==> src/cgs_pkg.sv <==
// Purpose: Shared constants for the clock generator sync and status event block.
// Assumes: Avalon-MM byte addresses, one 32-bit word per register, data in bits 7:0.
// Notes: Register byte address is four times the register index.
package cgs_pkg;
    localparam int ADDR_W = 9;
    localparam int DATA_W = 32;
    localparam int REG_W = 8;
    localparam logic [6:0] IDX_SYNC_CTRL = 7'd12;
    localparam logic [6:0] IDX_INT_LIVE = 7'd13;
    localparam logic [6:0] IDX_INT_CTRL = 7'd14;
    localparam logic [6:0] IDX_POLARITY = 7'd15;
    localparam logic [6:0] IDX_INT_LATCH = 7'd16;
    localparam logic [6:0] IDX_INT_CFG = 7'd17;
    localparam logic [6:0] IDX_INT_MASK = 7'd18;
    localparam logic [6:0] IDX_PIN_MUTE = 7'd23;
    localparam logic [6:0] IDX_LOS_CFG = 7'd25;
    localparam logic [6:0] IDX_SEL_ZERO = 7'd27;
    localparam logic [6:0] IDX_SEL_ONE = 7'd28;
    localparam logic [6:0] IDX_PLL1_CTRL = 7'd56;
    localparam logic [6:0] IDX_PLL2_CTRL = 7'd71;
    localparam int SYNC_BIT = 6;
    localparam int SYNC_EN_BIT = 1;
    localparam int INT_EN_BIT = 0;
    localparam int INT_AND_BIT = 1;
    localparam int INT_CTRL_LOW = 0;
    localparam int INT_FIELD_LSB = 2;
    localparam logic [2:0] INT_FIELD_ON = 3'h7;
    localparam logic [7:0] SYNC_CTRL_RST = 8'h40;
    localparam logic [7:0] ZERO_RST = 8'h00;
    localparam logic [3:0] SEL_PRI_LOS = 4'h0;
    localparam logic [3:0] SEL_SEC_LOS = 4'h1;
    localparam logic [3:0] SEL_PLL1_LOL = 4'h2;
    localparam logic [3:0] SEL_PLL1_REF = 4'h3;
    localparam logic [3:0] SEL_PLL1_FB = 4'h4;
    localparam logic [3:0] SEL_PLL2_LOL = 4'h5;
    localparam logic [3:0] SEL_PLL2_REF = 4'h6;
    localparam logic [3:0] SEL_PLL2_FB = 4'h7;
    localparam logic [3:0] SEL_PLL1_CAL = 4'h8;
    localparam logic [3:0] SEL_PLL2_CAL = 4'h9;
    localparam logic [3:0] SEL_INTERRUPT = 4'ha;
    localparam logic [3:0] SEL_PLL1_M = 4'hb;
    localparam logic [3:0] SEL_PLL2_M = 4'hc;
    localparam logic [3:0] SEL_EEPROM = 4'hd;
    localparam logic [3:0] SEL_PLL1_SW = 4'he;
    localparam logic [3:0] SEL_PLL2_SW = 4'hf;
    localparam logic [1:0] SYNC_SLOW_EDGES = 2'd2;
    localparam logic [1:0] SYNC_VCO_CYCLES = 2'd2;
    localparam logic [7:0] SLIP_LIMIT = 8'd4;
    typedef enum logic [1:0] {SYNC_IDLE, SYNC_EDGE_WAIT, SYNC_VCO_WAIT} cgs_sync_e;
endpackage : cgs_pkg

==> src/cgs_sync_status.sv <==
// Purpose: Output sync sequencing, device vital monitoring, status pins and interrupt logic.
// Assumes: One clock stands in for the VCO-derived domain; pulse inputs are one clk wide.
// Notes: Divided-by-two clock codes toggle on tick pulses from the divider models outside.
`timescale 1ns/1ps
// Function
// RULE1 - One active-low request syncs all dividers.
// RULE2 - Request from pin in soft mode, or register.
// RULE3 - Per-PLL sync enable gates mute and reset.
// RULE4 - Level 0 tri-states and resets; 1 runs.
// RULE5 - Latency: slow-clock edges plus VCO cycles.
// RULE6 - Driver holds sync three slow edges minimum.
// RULE7 - Output gating changes only at clock-low moments.
// RULE8 - Two status pins carry selected vitals.
// RULE9 - Selection codes map to listed vitals.
// RULE10 - Divider clock codes output halved clocks.
// RULE11 - Programmable polarity on each status pin.
// RULE12 - Interrupt drives active-high on selecting pin.
// RULE13 - Software enables interrupt with three settings.
// RULE14 - Control bit picks AND or OR combine.
// RULE15 - Mask bits ignore chosen interrupt sources.
// RULE16 - Latched status readable when enabled, clears on read.
// RULE17 - Real-time status ignores enable, clears on read.
// RULE18 - Differential loss below two-bit swing threshold.
// RULE19 - Single-ended loss may use slew edges.
// RULE20 - Lock detector counts slips, flags, resets count.
// RULE21 - Status clock pin muted while PLL unlocked.
// RULE22 - Read-only bits ignore writes.
// RULE23 - Sync pin passes two-stage synchronizer.
module cgs_sync_status (
    input wire logic clk,
    input wire logic rst,
    input wire logic [cgs_pkg::ADDR_W-1:0] address,
    input wire logic read,
    input wire logic write,
    input wire logic [cgs_pkg::DATA_W-1:0] writedata,
    output logic [cgs_pkg::DATA_W-1:0] readdata,
    output logic waitrequest,
    input wire logic sync_request_pin,
    input wire logic config_source_select,
    input wire logic slowClkFall,
    input wire logic [1:0] refSwing [2],
    input wire logic [1:0] refSingleEnded,
    input wire logic [1:0] slewRiseFail,
    input wire logic [1:0] slewFallFail,
    input wire logic [1:0] slipPulse,
    input wire logic [1:0] slipWindowEnd,
    input wire logic [1:0] calActive,
    input wire logic eepromActive,
    input wire logic [1:0] autoSwitchBack,
    input wire logic [1:0] refDivTick,
    input wire logic [1:0] fbDivTick,
    input wire logic [1:0] mDivTick,
    input wire logic [1:0] refDivBypass,
    input wire logic [1:0] mDivBypass,
    output logic [1:0] outputMute,
    output logic [1:0] dividerReset,
    output logic event_pin_zero,
    output logic event_pin_one
);
    import cgs_pkg::*;

    logic [7:0] syncCtrl, intCtrl, polarity, intCfg, intMask, pinMute, losCfg, selZero, selOne;
    logic [7:0] pll1Ctrl, pll2Ctrl, intLive, intLatch, vitals, next_rdata;
    logic ack, wrDone, rdDone, pinMeta, pinSync, syncLevel, combined_interrupt;
    logic [6:0] index;
    logic [1:0] signal_loss, lock_loss, syncEn, halfRef, halfFb, halfM;
    logic [7:0] slipCount [2];
    cgs_sync_e syncState;
    logic [1:0] waitCount;
    logic appliedLevel;

    // Bus answer comes one cycle after the request so read data always stand from a flop.
    assign index = address[8:2];
    assign waitrequest = (read || write) && !ack;
    assign wrDone = write && ack;
    assign rdDone = read && ack;

    always_ff @(posedge clk) begin
        if (rst) begin
            ack <= 1'b0;
        end else begin
            ack <= (read || write) && !ack;
        end
    end

    always_comb begin
        next_rdata = 8'h00;
        if (index == IDX_SYNC_CTRL) begin
            next_rdata = syncCtrl;
        end else if (index == IDX_INT_LIVE) begin
            next_rdata = intLive;
        end else if (index == IDX_INT_CTRL) begin
            next_rdata = intCtrl;
        end else if (index == IDX_POLARITY) begin
            next_rdata = polarity;
        end else if (index == IDX_INT_LATCH) begin
            next_rdata = intCfg[INT_EN_BIT] ? intLatch : 8'h00; // [RULE16]
        end else if (index == IDX_INT_CFG) begin
            next_rdata = intCfg;
        end else if (index == IDX_INT_MASK) begin
            next_rdata = intMask;
        end else if (index == IDX_PIN_MUTE) begin
            next_rdata = pinMute;
        end else if (index == IDX_LOS_CFG) begin
            next_rdata = losCfg;
        end else if (index == IDX_SEL_ZERO) begin
            next_rdata = selZero;
        end else if (index == IDX_SEL_ONE) begin
            next_rdata = selOne;
        end else if (index == IDX_PLL1_CTRL) begin
            next_rdata = pll1Ctrl;
        end else if (index == IDX_PLL2_CTRL) begin
            next_rdata = pll2Ctrl;
        end
    end

    always_ff @(posedge clk) begin
        if (rst) begin
            readdata <= '0;
        end else if (read && !ack) begin
            readdata <= {24'h000000, next_rdata};
        end
    end

    // Status registers have no write path; unmapped writes are dropped. [RULE22]
    always_ff @(posedge clk) begin
        if (rst) begin
            syncCtrl <= SYNC_CTRL_RST;
            intCtrl <= ZERO_RST;
            polarity <= ZERO_RST;
            intCfg <= ZERO_RST;
            intMask <= ZERO_RST;
            pinMute <= ZERO_RST;
            losCfg <= ZERO_RST;
            selZero <= ZERO_RST;
            selOne <= ZERO_RST;
            pll1Ctrl <= ZERO_RST;
            pll2Ctrl <= ZERO_RST;
        end else if (wrDone) begin
            if (index == IDX_SYNC_CTRL) begin
                syncCtrl <= writedata[7:0];
            end else if (index == IDX_INT_CTRL) begin
                intCtrl <= writedata[7:0];
            end else if (index == IDX_POLARITY) begin
                polarity <= writedata[7:0];
            end else if (index == IDX_INT_CFG) begin
                intCfg <= writedata[7:0];
            end else if (index == IDX_INT_MASK) begin
                intMask <= writedata[7:0];
            end else if (index == IDX_PIN_MUTE) begin
                pinMute <= writedata[7:0];
            end else if (index == IDX_LOS_CFG) begin
                losCfg <= writedata[7:0];
            end else if (index == IDX_SEL_ZERO) begin
                selZero <= writedata[7:0];
            end else if (index == IDX_SEL_ONE) begin
                selOne <= writedata[7:0];
            end else if (index == IDX_PLL1_CTRL) begin
                pll1Ctrl <= writedata[7:0];
            end else if (index == IDX_PLL2_CTRL) begin
                pll2Ctrl <= writedata[7:0];
            end
        end
    end

    // The pin is asynchronous to clk; only the second stage is ever looked at. [RULE23]
    always_ff @(posedge clk) begin
        if (rst) begin
            pinMeta <= 1'b1;
            pinSync <= 1'b1;
        end else begin
            pinMeta <= sync_request_pin;
            pinSync <= pinMeta;
        end
    end

    // Either source pulls the shared request low; the pin counts only in soft pin mode. [RULE1] [RULE2]
    assign syncLevel = (config_source_select ? pinSync : 1'b1) & syncCtrl[SYNC_BIT];
    assign syncEn = {pll2Ctrl[SYNC_EN_BIT], pll1Ctrl[SYNC_EN_BIT]};

    // A change waits two slow-clock falling edges, then two clk cycles, so gating lands while
    // the slowest output is low and skew stays within one cycle. [RULE5] [RULE7]
    always_ff @(posedge clk) begin
        if (rst) begin
            syncState <= SYNC_IDLE;
            waitCount <= 2'd0;
            appliedLevel <= 1'b1;
        end else begin
            case (syncState)
                SYNC_IDLE: begin
                    if (syncLevel != appliedLevel) begin
                        syncState <= SYNC_EDGE_WAIT;
                        waitCount <= 2'd0;
                    end
                end
                SYNC_EDGE_WAIT: begin
                    if (slowClkFall) begin
                        if (waitCount == SYNC_SLOW_EDGES - 2'd1) begin
                            syncState <= SYNC_VCO_WAIT;
                            waitCount <= 2'd0;
                        end else begin
                            waitCount <= waitCount + 2'd1;
                        end
                    end
                end
                SYNC_VCO_WAIT: begin
                    if (waitCount == SYNC_VCO_CYCLES - 2'd1) begin
                        syncState <= SYNC_IDLE;
                        appliedLevel <= syncLevel;
                    end else begin
                        waitCount <= waitCount + 2'd1;
                    end
                end
                default: begin
                    syncState <= SYNC_IDLE;
                end
            endcase
        end
    end

    // Only PLLs with sync enabled are muted and reset while the applied level is 0. [RULE3] [RULE4]
    always_ff @(posedge clk) begin
        if (rst) begin
            outputMute <= 2'b00;
            dividerReset <= 2'b00;
        end else begin
            outputMute <= syncEn & {2{!appliedLevel}};
            dividerReset <= syncEn & {2{!appliedLevel}};
        end
    end

    // Loss of signal per reference: index 0 is primary, 1 is secondary. [RULE18] [RULE19]
    for (genvar r = 0; r < 2; r++) begin : g_los
        logic [1:0] thr, slewSel;
        logic slewLoss;
        assign thr = losCfg[2*r +: 2];
        assign slewSel = losCfg[4 + 2*r +: 2];
        assign slewLoss = (slewSel[0] && slewRiseFail[r]) || (slewSel[1] && slewFallFail[r]);
        assign signal_loss[r] = (refSwing[r] < thr) || (refSingleEnded[r] && slewLoss);
    end

    // Slips are counted per window; beyond the limit the PLL is unlocked and counting restarts. [RULE20]
    for (genvar p = 0; p < 2; p++) begin : g_lock
        always_ff @(posedge clk) begin
            if (rst) begin
                slipCount[p] <= 8'd0;
                lock_loss[p] <= 1'b0;
            end else if (slipCount[p] > SLIP_LIMIT) begin
                slipCount[p] <= 8'd0;
                lock_loss[p] <= 1'b1;
            end else if (slipWindowEnd[p]) begin
                slipCount[p] <= 8'd0;
                lock_loss[p] <= 1'b0;
            end else if (slipPulse[p] && slipCount[p] != 8'hff) begin
                slipCount[p] <= slipCount[p] + 8'd1;
            end
        end

        always_ff @(posedge clk) begin
            if (rst) begin
                halfRef[p] <= 1'b0;
                halfFb[p] <= 1'b0;
                halfM[p] <= 1'b0;
            end else begin
                halfRef[p] <= halfRef[p] ^ refDivTick[p]; // [RULE10]
                halfFb[p] <= halfFb[p] ^ fbDivTick[p];
                halfM[p] <= halfM[p] ^ mDivTick[p];
            end
        end
    end

    assign vitals = {autoSwitchBack, calActive, lock_loss, signal_loss};

    // AND mode treats masked sources as satisfied; OR mode ignores them. [RULE14] [RULE15]
    always_comb begin
        logic srcHit;
        srcHit = intCfg[INT_AND_BIT] ? &(vitals | intMask) : |(vitals & ~intMask);
        combined_interrupt = srcHit && intCfg[INT_EN_BIT] && intCtrl[INT_CTRL_LOW]
                             && (intCtrl[INT_FIELD_LSB +: 3] == INT_FIELD_ON); // [RULE13]
    end

    // A vital that is present when a read completes survives it: set wins over clear. [RULE16] [RULE17]
    always_ff @(posedge clk) begin
        if (rst) begin
            intLive <= 8'h00;
            intLatch <= 8'h00;
        end else begin
            intLive <= (rdDone && index == IDX_INT_LIVE ? 8'h00 : intLive) | vitals;
            intLatch <= (rdDone && index == IDX_INT_LATCH ? 8'h00 : intLatch)
                        | (intCfg[INT_EN_BIT] ? (vitals & ~intMask) : 8'h00);
        end
    end

    function automatic logic pick_vital(input logic [3:0] code);
        logic v;
        v = 1'b0;
        case (code)
            SEL_PRI_LOS: v = signal_loss[0]; // [RULE9]
            SEL_SEC_LOS: v = signal_loss[1];
            SEL_PLL1_LOL: v = lock_loss[0];
            SEL_PLL1_REF: v = halfRef[0] && !refDivBypass[0]; // [RULE10]
            SEL_PLL1_FB: v = halfFb[0];
            SEL_PLL2_LOL: v = lock_loss[1];
            SEL_PLL2_REF: v = halfRef[1] && !refDivBypass[1];
            SEL_PLL2_FB: v = halfFb[1];
            SEL_PLL1_CAL: v = calActive[0];
            SEL_PLL2_CAL: v = calActive[1];
            SEL_INTERRUPT: v = combined_interrupt; // [RULE12]
            SEL_PLL1_M: v = halfM[0] && !mDivBypass[0];
            SEL_PLL2_M: v = halfM[1] && !mDivBypass[1];
            SEL_EEPROM: v = eepromActive;
            SEL_PLL1_SW: v = autoSwitchBack[0];
            SEL_PLL2_SW: v = autoSwitchBack[1];
            default: v = 1'b0;
        endcase
        return v;
    endfunction : pick_vital

    function automatic logic clock_muted(input logic [3:0] code, input logic muteOn);
        logic pll2;
        pll2 = (code == SEL_PLL2_REF) || (code == SEL_PLL2_FB) || (code == SEL_PLL2_M);
        if (!muteOn) begin
            return 1'b0;
        end else if (code == SEL_PLL1_REF || code == SEL_PLL1_FB || code == SEL_PLL1_M) begin
            return lock_loss[0];
        end
        return pll2 && lock_loss[1];
    endfunction : clock_muted

    // Polarity is applied last; a muted clock pin holds the inactive polarity level. [RULE8] [RULE11] [RULE21]
    always_ff @(posedge clk) begin
        if (rst) begin
            event_pin_zero <= 1'b0;
            event_pin_one <= 1'b0;
        end else begin
            event_pin_zero <= polarity[0] ^ (pick_vital(selZero[3:0]) && !clock_muted(selZero[3:0], pinMute[0]));
            event_pin_one <= polarity[1] ^ (pick_vital(selOne[3:0]) && !clock_muted(selOne[3:0], pinMute[1]));
        end
    end
endmodule : cgs_sync_status

==> config.mk <==
export PLATFORM = sky130hd
export DESIGN_NAME = cgs_sync_status
export DESIGN_NICKNAME = d
export VERILOG_FILES = /design/src/cgs_pkg.sv /design/src/cgs_sync_status.sv
export SDC_FILE = /design/constraint.sdc
export NUM_CORES = 1
export LEC_CHECK = 0
export ABC_AREA = 1
export BUFFER_PORTS_ARGS = -buffer_cell sky130_fd_sc_hd__buf_2
export CAP_MARGIN = 15
export CORE_ASPECT_RATIO = 0.75
export CORE_MARGIN = 2
export CORE_UTILIZATION = 25
export DETAILED_ROUTE_END_ITERATION = 8
export PLACE_DENSITY = 0.48
export SYNTH_ARGS = -nofsm -noshare
export SYNTH_HDL_FRONTEND = slang
export SYNTH_SLANG_ARGS = --single-unit
==> constraint.sdc <==
create_clock -name clk -period 5.7 [get_ports clk]
set_input_delay 1.14 -clock clk [delete_from_list [all_inputs] [get_ports clk]]
set_output_delay 1.14 -clock clk [all_outputs]
set_load 0.005 [all_outputs]
# Yosys cells after proc, flatten, opt, wreduce, memory -nomap -nowiden
# Memories as Yosys holds them, arrays and structs flattened.
# Index checks and enable logic that the tools add are counted.
# totals
ff_bits	132
ramBits	16
input_bits	77
out_inout_bits	39
word_cells	276
memories	1
# op_classes
add_sub_neg	3
n_lt_le_gt_ge	4
eq_ne	55
n_mux	83
bitwise_logic	31
reduce_logical	68
# memory_table
name	depth	word_bits	rd	rd_ports_with_merged_regs	wr	line	text
slipCount	2	8	2	0	2	cgs_sync_status.sv:67	logic [7:0] slipCount [2];
# op_table
operator	count
$mux 8	23
$eq 4x4->1 const B	16
$eq 7x5->1 const B	7
$mux 1	48
$eq 4x3->1 const B	8
$pmux 1 s16	2
$eq 7x4->1 const B	4
$logic_and 1x1->1	25
$or 8x8->8	3
$add 8x1->8 const B	2
$eq 4x2->1 const B	4
$gt 8x3->1 const B	2
$mux 2	8
$ne 8x8->1 const B	2
$reduce_and 8->1	2
$logic_or 1x1->1	13
$pmux 2 s3	2
$reduce_and 12->1	1
$reduce_and 4->1	3
$reduce_and 11->1	1
$ne 2x2->1 const B	5
$not 1->1	10
$reduce_and 10->1	1
$reduce_and 9->1	1
26 further kinds	51

# Logic depth before layout (Yosys ltp)
# Gate-level depths: netlist of the first run.
# depth
depth_word	14
mapped_depth	14
mapped_depth_nobuf	14

# Worst setup path after synthesis of the first run
# OpenSTA, ideal clock, no wires.
# synth_path
path_kind	input port to output port
start	in read
end	out waitrequest
t_arrival_ns	1.310
required_time_ns	4.560
slack_ns	3.250
path_stages	2
n_path_buf	0
path_cell_list	nor2_1 > nor2_1
# synth_via
elab_chain_len	2
# synth_lines
item	line	text
from (decl)	cgs_sync_status.sv:33	input wire logic read,
$logic_or 1x1->1	cgs_sync_status.sv:74	assign waitrequest = (read || write) && !ack;
$logic_and 1x1->1	cgs_sync_status.sv:74	
to (decl)	cgs_sync_status.sv:37	output logic waitrequest,
# Every way passes these cells.

# Worst setup path in the final report of the first run
# layout_path
start	in address[2] (netlist bit)
end	reg readdata[7] (netlist bit)
# layout_via
elab_chain_len	14
word_cells_on_any_way	26
cone_classes	eq/ne (13); mux (13)
# layout_lines
item	line	text
from (decl)	cgs_sync_status.sv:32	input wire logic [cgs_pkg::ADDR_W-1:0] address,
$eq 7x7->1	cgs_sync_status.sv:112	end else if (index == IDX_PLL2_CTRL) begin
$mux 8	cgs_sync_status.sv:112	
$mux 8	cgs_sync_status.sv:110	end else if (index == IDX_PLL1_CTRL) begin
$mux 8	cgs_sync_status.sv:108	end else if (index == IDX_SEL_ONE) begin
$mux 8	cgs_sync_status.sv:106	end else if (index == IDX_SEL_ZERO) begin
$mux 8	cgs_sync_status.sv:104	end else if (index == IDX_LOS_CFG) begin
$mux 8	cgs_sync_status.sv:102	end else if (index == IDX_PIN_MUTE) begin
$mux 8	cgs_sync_status.sv:100	end else if (index == IDX_INT_MASK) begin
$mux 8	cgs_sync_status.sv:98	end else if (index == IDX_INT_CFG) begin
$mux 8	cgs_sync_status.sv:96	end else if (index == IDX_INT_LATCH) begin
$mux 8	cgs_sync_status.sv:94	end else if (index == IDX_POLARITY) begin
$mux 8	cgs_sync_status.sv:92	end else if (index == IDX_INT_CTRL) begin
$mux 8	cgs_sync_status.sv:90	end else if (index == IDX_INT_LIVE) begin
$mux 8 *	cgs_sync_status.sv:88	if (index == IDX_SYNC_CTRL) begin
to (signal assigned)	cgs_sync_status.sv:121	readdata <= {24'h000000, next_rdata};
to (decl)	cgs_sync_status.sv:36	output logic [cgs_pkg::DATA_W-1:0] readdata,
# Every way passes the cells marked *; elsewhere a longest branch is shown, timed or not.
# A chain may end at the register's enable or synchronous reset.

==> results of run 1 <==
-- worst register-to-register path: stages, from the launching register on --
cell     delay (ns)
dfxtp_1        0.43
nand2_1        0.33
inv_1          0.47
nand3_1        0.48
o21ai_0        0.33
a21oi_1        0.06
-- layer usage --
metal  up-vias  share of wire (%)
met1      3110                 51
met4         0                1.2
li1       3483                  -
met2       179                 43
met3        30                4.9
met5         -                  0
-- where the power goes --
part	internal [µW]	switching [µW]	leakage, µW
sequential	1080	20.8	0.00125
combinational	73.8	152	0.00187
clock	640	475	0.000263
total	1790	648	0.00339
-- layout make-up --
class	count	area (µm²)
Tap cell	392	490
Clock inverter	14	138
Inverter	150	563
Multi-Input combinational cell	715	3510
Clock buffer	18	429
Fill cell	3213	20700
Timing Repair Buffer	68	348
Sequential cell	148	3120
-- how the worst min path moves through the flow --
stage | endpoint | slack [ns]
floorplan | pinSync | 0.39
global placement | pinSync | 0.39
detailed placement | pinSync | 0.39
CTS | pinSync | 0.41
global route | pinSync | 0.43
finish | pinSync | 0.41
-- cells in the mapped netlist (4+ instances only) --
cell | number | area share, %
a211oi_1 | 10 | 1.0
dfxtp_1 | 132 | 35
clkbuf_1 | 27 | 1.4
o21ai_0 | 100 | 6.7
nand3_1 | 81 | 5.4
nor3_1 | 11 | 0.74
inv_1 | 146 | 7.3
buf_4 | 28 | 2.8
nand2_2 | 4 | 0.33
a21oi_1 | 115 | 7.7
edfxtp_1 | 16 | 6.4
nor2_1 | 117 | 5.9
ha_1 | 12 | 2.0
buf_2 | 10 | 0.67
nand4_1 | 14 | 1.2
nor2_2 | 5 | 0.42
nand2_1 | 162 | 8.1
o22ai_1 | 10 | 0.84
or2_2 | 4 | 0.33
xnor2_1 | 7 | 0.82
-- per-stage QoR --
stage	setup slack, ns	hold slack (ns)	instances
6_report	2.68	0.408	1505
5_1_grt	2.51	0.425	1505
4_1_cts	2.75	0.410	1505
3_3_place_gp	2.32	0.395	1473
2_1_floorplan	3.25	0.389	1081
3_5_place_dp	2.30	0.395	1473
-- kinds of logic (layout without fill, tap and decap cells) --
group | count (synthesis) | after routing
xor+xnor | 9 | 9
buf+inv | 218 | 250
fa+ha+maj | 12 | 12
compound gates | 251 | 251
simple gates | 411 | 411
other cells | 1 | 32
flops | 148 | 148
==> metrics.md, run 1 <==
| Metric | Value |
|---|---|
| Initial antenna violation count | `0` |
| Met1 Use GR | `22.4%` |
| Fmax | `0.331 GHz` |
| Worst slew pin tran | `around 0.85 ns` |
| Placer Congestion | `0.862` |
| Synth cell types | `42` |
| Rel. slew slack | `a little over two fifths` |
| H-tree depth | `4` |
| P_leak | `around 0.0034 µW` |
| Global Route met3 Usage | `3.18%` |
| Area after DPL | `8030 µm²` |
| Pin count of the biggest net entering global routing | `81` |
| Fin crit period | `3.02 ns` |
| CTS tree | `yes` |
| Clock tree buffer depth | `2` |
| Post-DP HPWL | `16900 µm` |
| Finish-stage setup viols | `0` |
| Simple-gate share of the synthesized area | `24.4%` |
| Die area | `roughly 31000 µm²` |
| WHS Path Cells | `1` |
| Area delta synth->final | `15.1%` |
| Most common cell after layout, fill and taps aside | `nand2_1` |
| Initial Util | `25.5%` |
| First-pass GRT wire length | `35800 µm` |
| CTS Hold Bufs | `0` |
| Synthesis Warnings | `0` |
| Core Box Area | `just under 30000 µm²` |
| Largest family of logic cells by synthesized area | `simple AND/OR/NAND/NOR gates` |
| Synthesized cell area | `about 7500 µm²` |
| ANT nets after route | `0` |
| CTS sink cnt | `148` |
| Post-CTS setup buffers | `0` |
| CP Capture Point | `readdata[7]` |
| CP endpoint kind | `flop` |
| Reg clk slew, reported paths | `around 0.060 ns` |
| Post-cts sizing count | `0` |
| Worst EP arrival | `3.32 ns` |
| Largest register FFs | `16` |
| Number of synthesized register bits | `148` |
| Cells after Synth | `approximately 1.1k` |
| Most frequent cells in the layout | `nand2_1, inv_1, dfxtp_1` |
| Nets | `1189` |
| Worst reg2reg startpoint | `ack` |
| Most flop-heavy register | `slipCount` |
| Most common flop cell mapped by yosys | `dfxtp_1` |
| Worst path bufs/invs | `1` |
| CP Launch Type | `input port` |
| Max-cap violations | `0` |
| Inserted Diodes | `0` |
| Worst path max stage delay | `0.68 ns` |
| Rows | `54` |
| Worst reg-to-reg setup slack | `3.47 ns` |
| Status | `finished clean` |
| Final hold violation count | `0` |
| Mux contribution to synthesized area | `0%` |
| Worst hold path type | `flop to flop` |
| Reg2Reg Depth | `5` |
| Clock Skew | `0.00751 ns` |
| Vias per Instance | `4.52` |
| Vias | `between 6k and 7k` |
| Hold path start | `pinMeta` |
| Power Total | `2440 µW` |
| WL/cell | `about 15 µm` |
| Total power per unit cell area | `284 nW/µm²` |
| CP max FO | `11` |
| Busiest grt layer | `met1` |
| Die Wd | `between 200 and 250 µm` |
| Final core occ | `29.4%` |
| Slew Viols, Final | `0` |
| Crit-path slowest cell | `nor2_1` |
| Worst-Skew Late Latency | `0.44 ns` |
| Setup TNS | `0 ns` |
| Cell seen most often among critical-path stages | `nand2_1` |
| WL final | `23300 µm` |
| DR iter-0 viols | `546` |
| Remaining DRCs | `0` |
| Global route total overflow | `0` |
| Post-synthesis compound-gate area fraction | `17.8%` |
| Sequential fraction of the synthesis area | `roughly two fifths` |
| TritonRoute pass-1 iters | `5` |
| Adder-cell share of the synthesized area | `2.01%` |
| Critical R2R Capture | `pll2Ctrl[6]` |
| Post-synthesis async set-or-reset flop share | `0%` |
| Number of synthesized flops with an enable pin | `16` |
| Worst-path cell chain | `buf_2 > nand2_1 > nor2_1 > nand2_1 > nand2_1 > a21oi_1 > nand2_1 > nand3_1 > nand2_1 > nand3_1 > nand2_1 > a21oi_2` |
| Mean Syn Cell Area | `7.12 µm²` |
| Port Buffers | `65` |
| IO Count | `116` |
| Period utilization | `between 50% and 60%` |
| Die Y | `154 µm` |
| Grt met2 use | `21.9%` |
| CP Depth | `12` |
| XOR/XNOR Fraction of Synth Area | `1.05%` |
| GRT Overall Usage | `15.0%` |
| Worst path required time | `6.00 ns` |
| TritonCTS Buffers | `17` |
| Setup CP Type | `input port to flop` |
| Finished layout cell area | `8600 µm²` |
| Worst Setup SP | `address[2]` |
| VDD IR-drop max | `0.168 mV` |
| RSZ-0062 raised after global routing | `no` |
| Delay-heaviest family, CP | `simple AND/OR/NAND/NOR gates` |
| CTS root buf | `clkbuf_16` |
| Layout cells sized above 1 | `between 10% and 20%` |
| Vias in the first global route | `6178` |
Note: power is estimated with default switching activity, not from simulation.
==> run 2, diff against run 1 <==
--- a/config.mk
+++ b/config.mk
@@ -12,7 +12,7 @@
 export CORE_MARGIN = 2
 export CORE_UTILIZATION = 25
 export DETAILED_ROUTE_END_ITERATION = 8
-export PLACE_DENSITY = 0.48
+export PLACE_DENSITY = 0.49
 export SYNTH_ARGS = -nofsm -noshare
 export SYNTH_HDL_FRONTEND = slang
 export SYNTH_SLANG_ARGS = --single-unit
==> constraint.sdc (replaced) <==
create_clock -name clk -period 2.75 [get_ports clk]
set_input_delay 0.55 -clock clk [delete_from_list [all_inputs] [get_ports clk]]
set_output_delay 0.55 -clock clk [all_outputs]
set_load 0.005 [all_outputs]
==> run 2 against run 1 <==
Net effect:
- utilization increased by 0.37 points
- combinational power increased by 110%
- non-clock buffer count increased by 9
- clock power increased by 120%
- routed wire length decreased by 1.6%
- clock skew decreased by 0.0014 ns
- count of clock-buffer cells in the layout decreased by 1
- global-route usage decreased by 0.086 points
- die area unchanged
- highest routed layer unchanged
- register-to-register slack got worse by 2.8 ns
- final cell count increased by 0.60%
==> metrics.md, run 2 (synthesis gave the netlist of run 1 again) <==
| Metric | Value |
|---|---|
| Status | `finished clean` |
| Layout cells sized above 1 | `12.3% (+0.89 points)` |
| CP max FO | `8 (-3)` |
| Fin crit period | `2.04 ns` |
| Initial Util | `25.5% (unchanged)` |
| Post-DP HPWL | `16900 µm (about the same)` |
| Worst-Skew Late Latency | `0.43 ns (about the same)` |
| Initial antenna violation count | `0 (unchanged)` |
| Worst EP arrival | `2.11 ns (-1.21 ns)` |
| Area after DPL | `8110 µm² (+1.0%)` |
| Post-CTS setup buffers | `0 (unchanged)` |
| Setup CP Type | `flop to flop` |
| Die area | `31300 µm² (unchanged)` |
| VDD IR-drop max | `0.432 mV (+160%)` |
| Global route total overflow | `0 (unchanged)` |
| Most flop-heavy register | `slipCount` |
| WL/cell | `15.2 µm (-2.2%)` |
| CTS Hold Bufs | `0 (unchanged)` |
| CTS sink cnt | `148 (unchanged)` |
| Worst path required time | `2.82 ns (-3.18 ns)` |
| Total power per unit cell area | `595 nW/µm² (+110%)` |
| Power Total | `5180 µW (+110%)` |
| Most common cell after layout, fill and taps aside | `nand2_1` |
| Vias per Instance | `4.48 (-0.87%)` |
| TritonRoute pass-1 iters | `5 (unchanged)` |
| Period utilization | `between 70 and 80%` |
| P_leak | `0.00346 µW (+2.2%)` |
| Finish-stage setup viols | `0 (unchanged)` |
| Core Box Area | `29300 µm² (unchanged)` |
| Pin count of the biggest net entering global routing | `83 (+2.5%)` |
| CTS tree | `yes` |
| Most frequent cells in the layout | `nand2_1, inv_1, dfxtp_1` |
| Reg clk slew, reported paths | `0.07 ns (about the same)` |
| Rows | `54 (unchanged)` |
| Placer Congestion | `0.911 (+5.7%)` |
| Die Y | `154 µm (unchanged)` |
| Clock Skew | `0.00607 ns (-0.00144 ns)` |
| IO Count | `116 (unchanged)` |
| Vias | `6783 (-0.28%)` |
| First-pass GRT wire length | `35900 µm (+0.33%)` |
| CP Launch Type | `flop` |
| Nets | `1198 (+0.76%)` |
| ANT nets after route | `0 (unchanged)` |
| Final hold violation count | `0 (unchanged)` |
| Vias in the first global route | `6285 (+1.7%)` |
| Rel. slew slack | `60.6% (+18 points)` |
| Remaining DRCs | `0 (unchanged)` |
| Fmax | `0.490 GHz` |
| Finished layout cell area | `8710 µm² (+1.3%)` |
| Setup TNS | `0 ns (unchanged)` |
| RSZ-0062 raised after global routing | `no` |
| WL final | `22900 µm (-1.6%)` |
| H-tree depth | `4 (unchanged)` |
| Area delta synth->final | `16.5%` |
| Filler cells | `3197 (-0.50%)` |
| Inserted Diodes | `0 (unchanged)` |
| Post-cts sizing count | `0 (unchanged)` |
| DR iter-0 viols | `637 (+17%)` |
| Largest register FFs | `16 (unchanged)` |
| Max-cap violations | `0 (unchanged)` |
| Worst slew pin tran | `0.590 ns (-0.263 ns)` |
| Worst hold path type | `input port to flop` |
| TritonCTS Buffers | `17 (unchanged)` |
| Clock tree buffer depth | `2 (unchanged)` |
| GRT Overall Usage | `15.0% (-0.086 points)` |
| Die Wd | `204 µm (unchanged)` |
| Port Buffers | `65 (unchanged)` |
| CP endpoint kind | `flop` |
| Slew Viols, Final | `0 (unchanged)` |
| CTS root buf | `clkbuf_16` |
[run 2: worst max-delay path, stage by stage, from the launching register on]
cell,delay [ns]
edfxtp_1,0.43
inv_1,0.08
ha_1,0.14
inv_1,0.04
a211o_1,0.24
nor4_1,0.34
nand3_1,0.41
[run 2: path summary, 6_finish.rpt]
check                    end  cells past startpoint        startpoint  slack, ns
max          slipCount[1][7]                      6   slipCount[1][0]       0.71
min                  pinMeta                      2  sync_request_pin       0.30
max reg2reg  slipCount[1][7]                      6   slipCount[1][0]       0.71
min reg2reg          pinSync                      1           pinMeta       0.41
[run 2: per-stage QoR]
stage / setup WS, ns / util [%] / cells / hold slack [ns]
CTS: 0.716 / 29.8 / 1514 / 0.282
global placement: 0.379 / 27.7 / 1482 / 0.392
finish: 0.711 / 29.8 / 1514 / 0.301
floorplan: 0.947 / - / 1081 / 0.389
global route: 0.524 / 29.8 / 1514 / 0.292
detailed placement: 0.354 / 27.7 / 1482 / 0.397
[run 2: routing by layer]
layer	routed length, µm	global-route usage (%)	share of wire, %	up-vias
met5	0	0	0	-
met1	11900	22.5	52	3095
met4	438	4.87	1.9	0
met3	1100	2.73	4.8	35
met2	9550	21.2	42	157
li1	-	-	-	3496
[run 2: where the power goes]
group | switching, µW | total, µW | internal [µW]
sequential | 44.9 | 2280 | 2240
clock | 1060 | 2430 | 1370
combinational | 309 | 466 | 156
[run 2: layout make-up]
type | count | area, µm² | share of cell area (%)
Multi-Input combinational cell | 715 | 3510 | 40.3
Clock inverter | 15 | 170 | 1.95
Inverter | 150 | 563 | 6.47
Clock buffer | 17 | 425 | 4.89
Sequential cell | 148 | 3120 | 35.9
Tap cell | 392 | 490 | 5.63
Timing Repair Buffer | 77 | 428 | 4.91
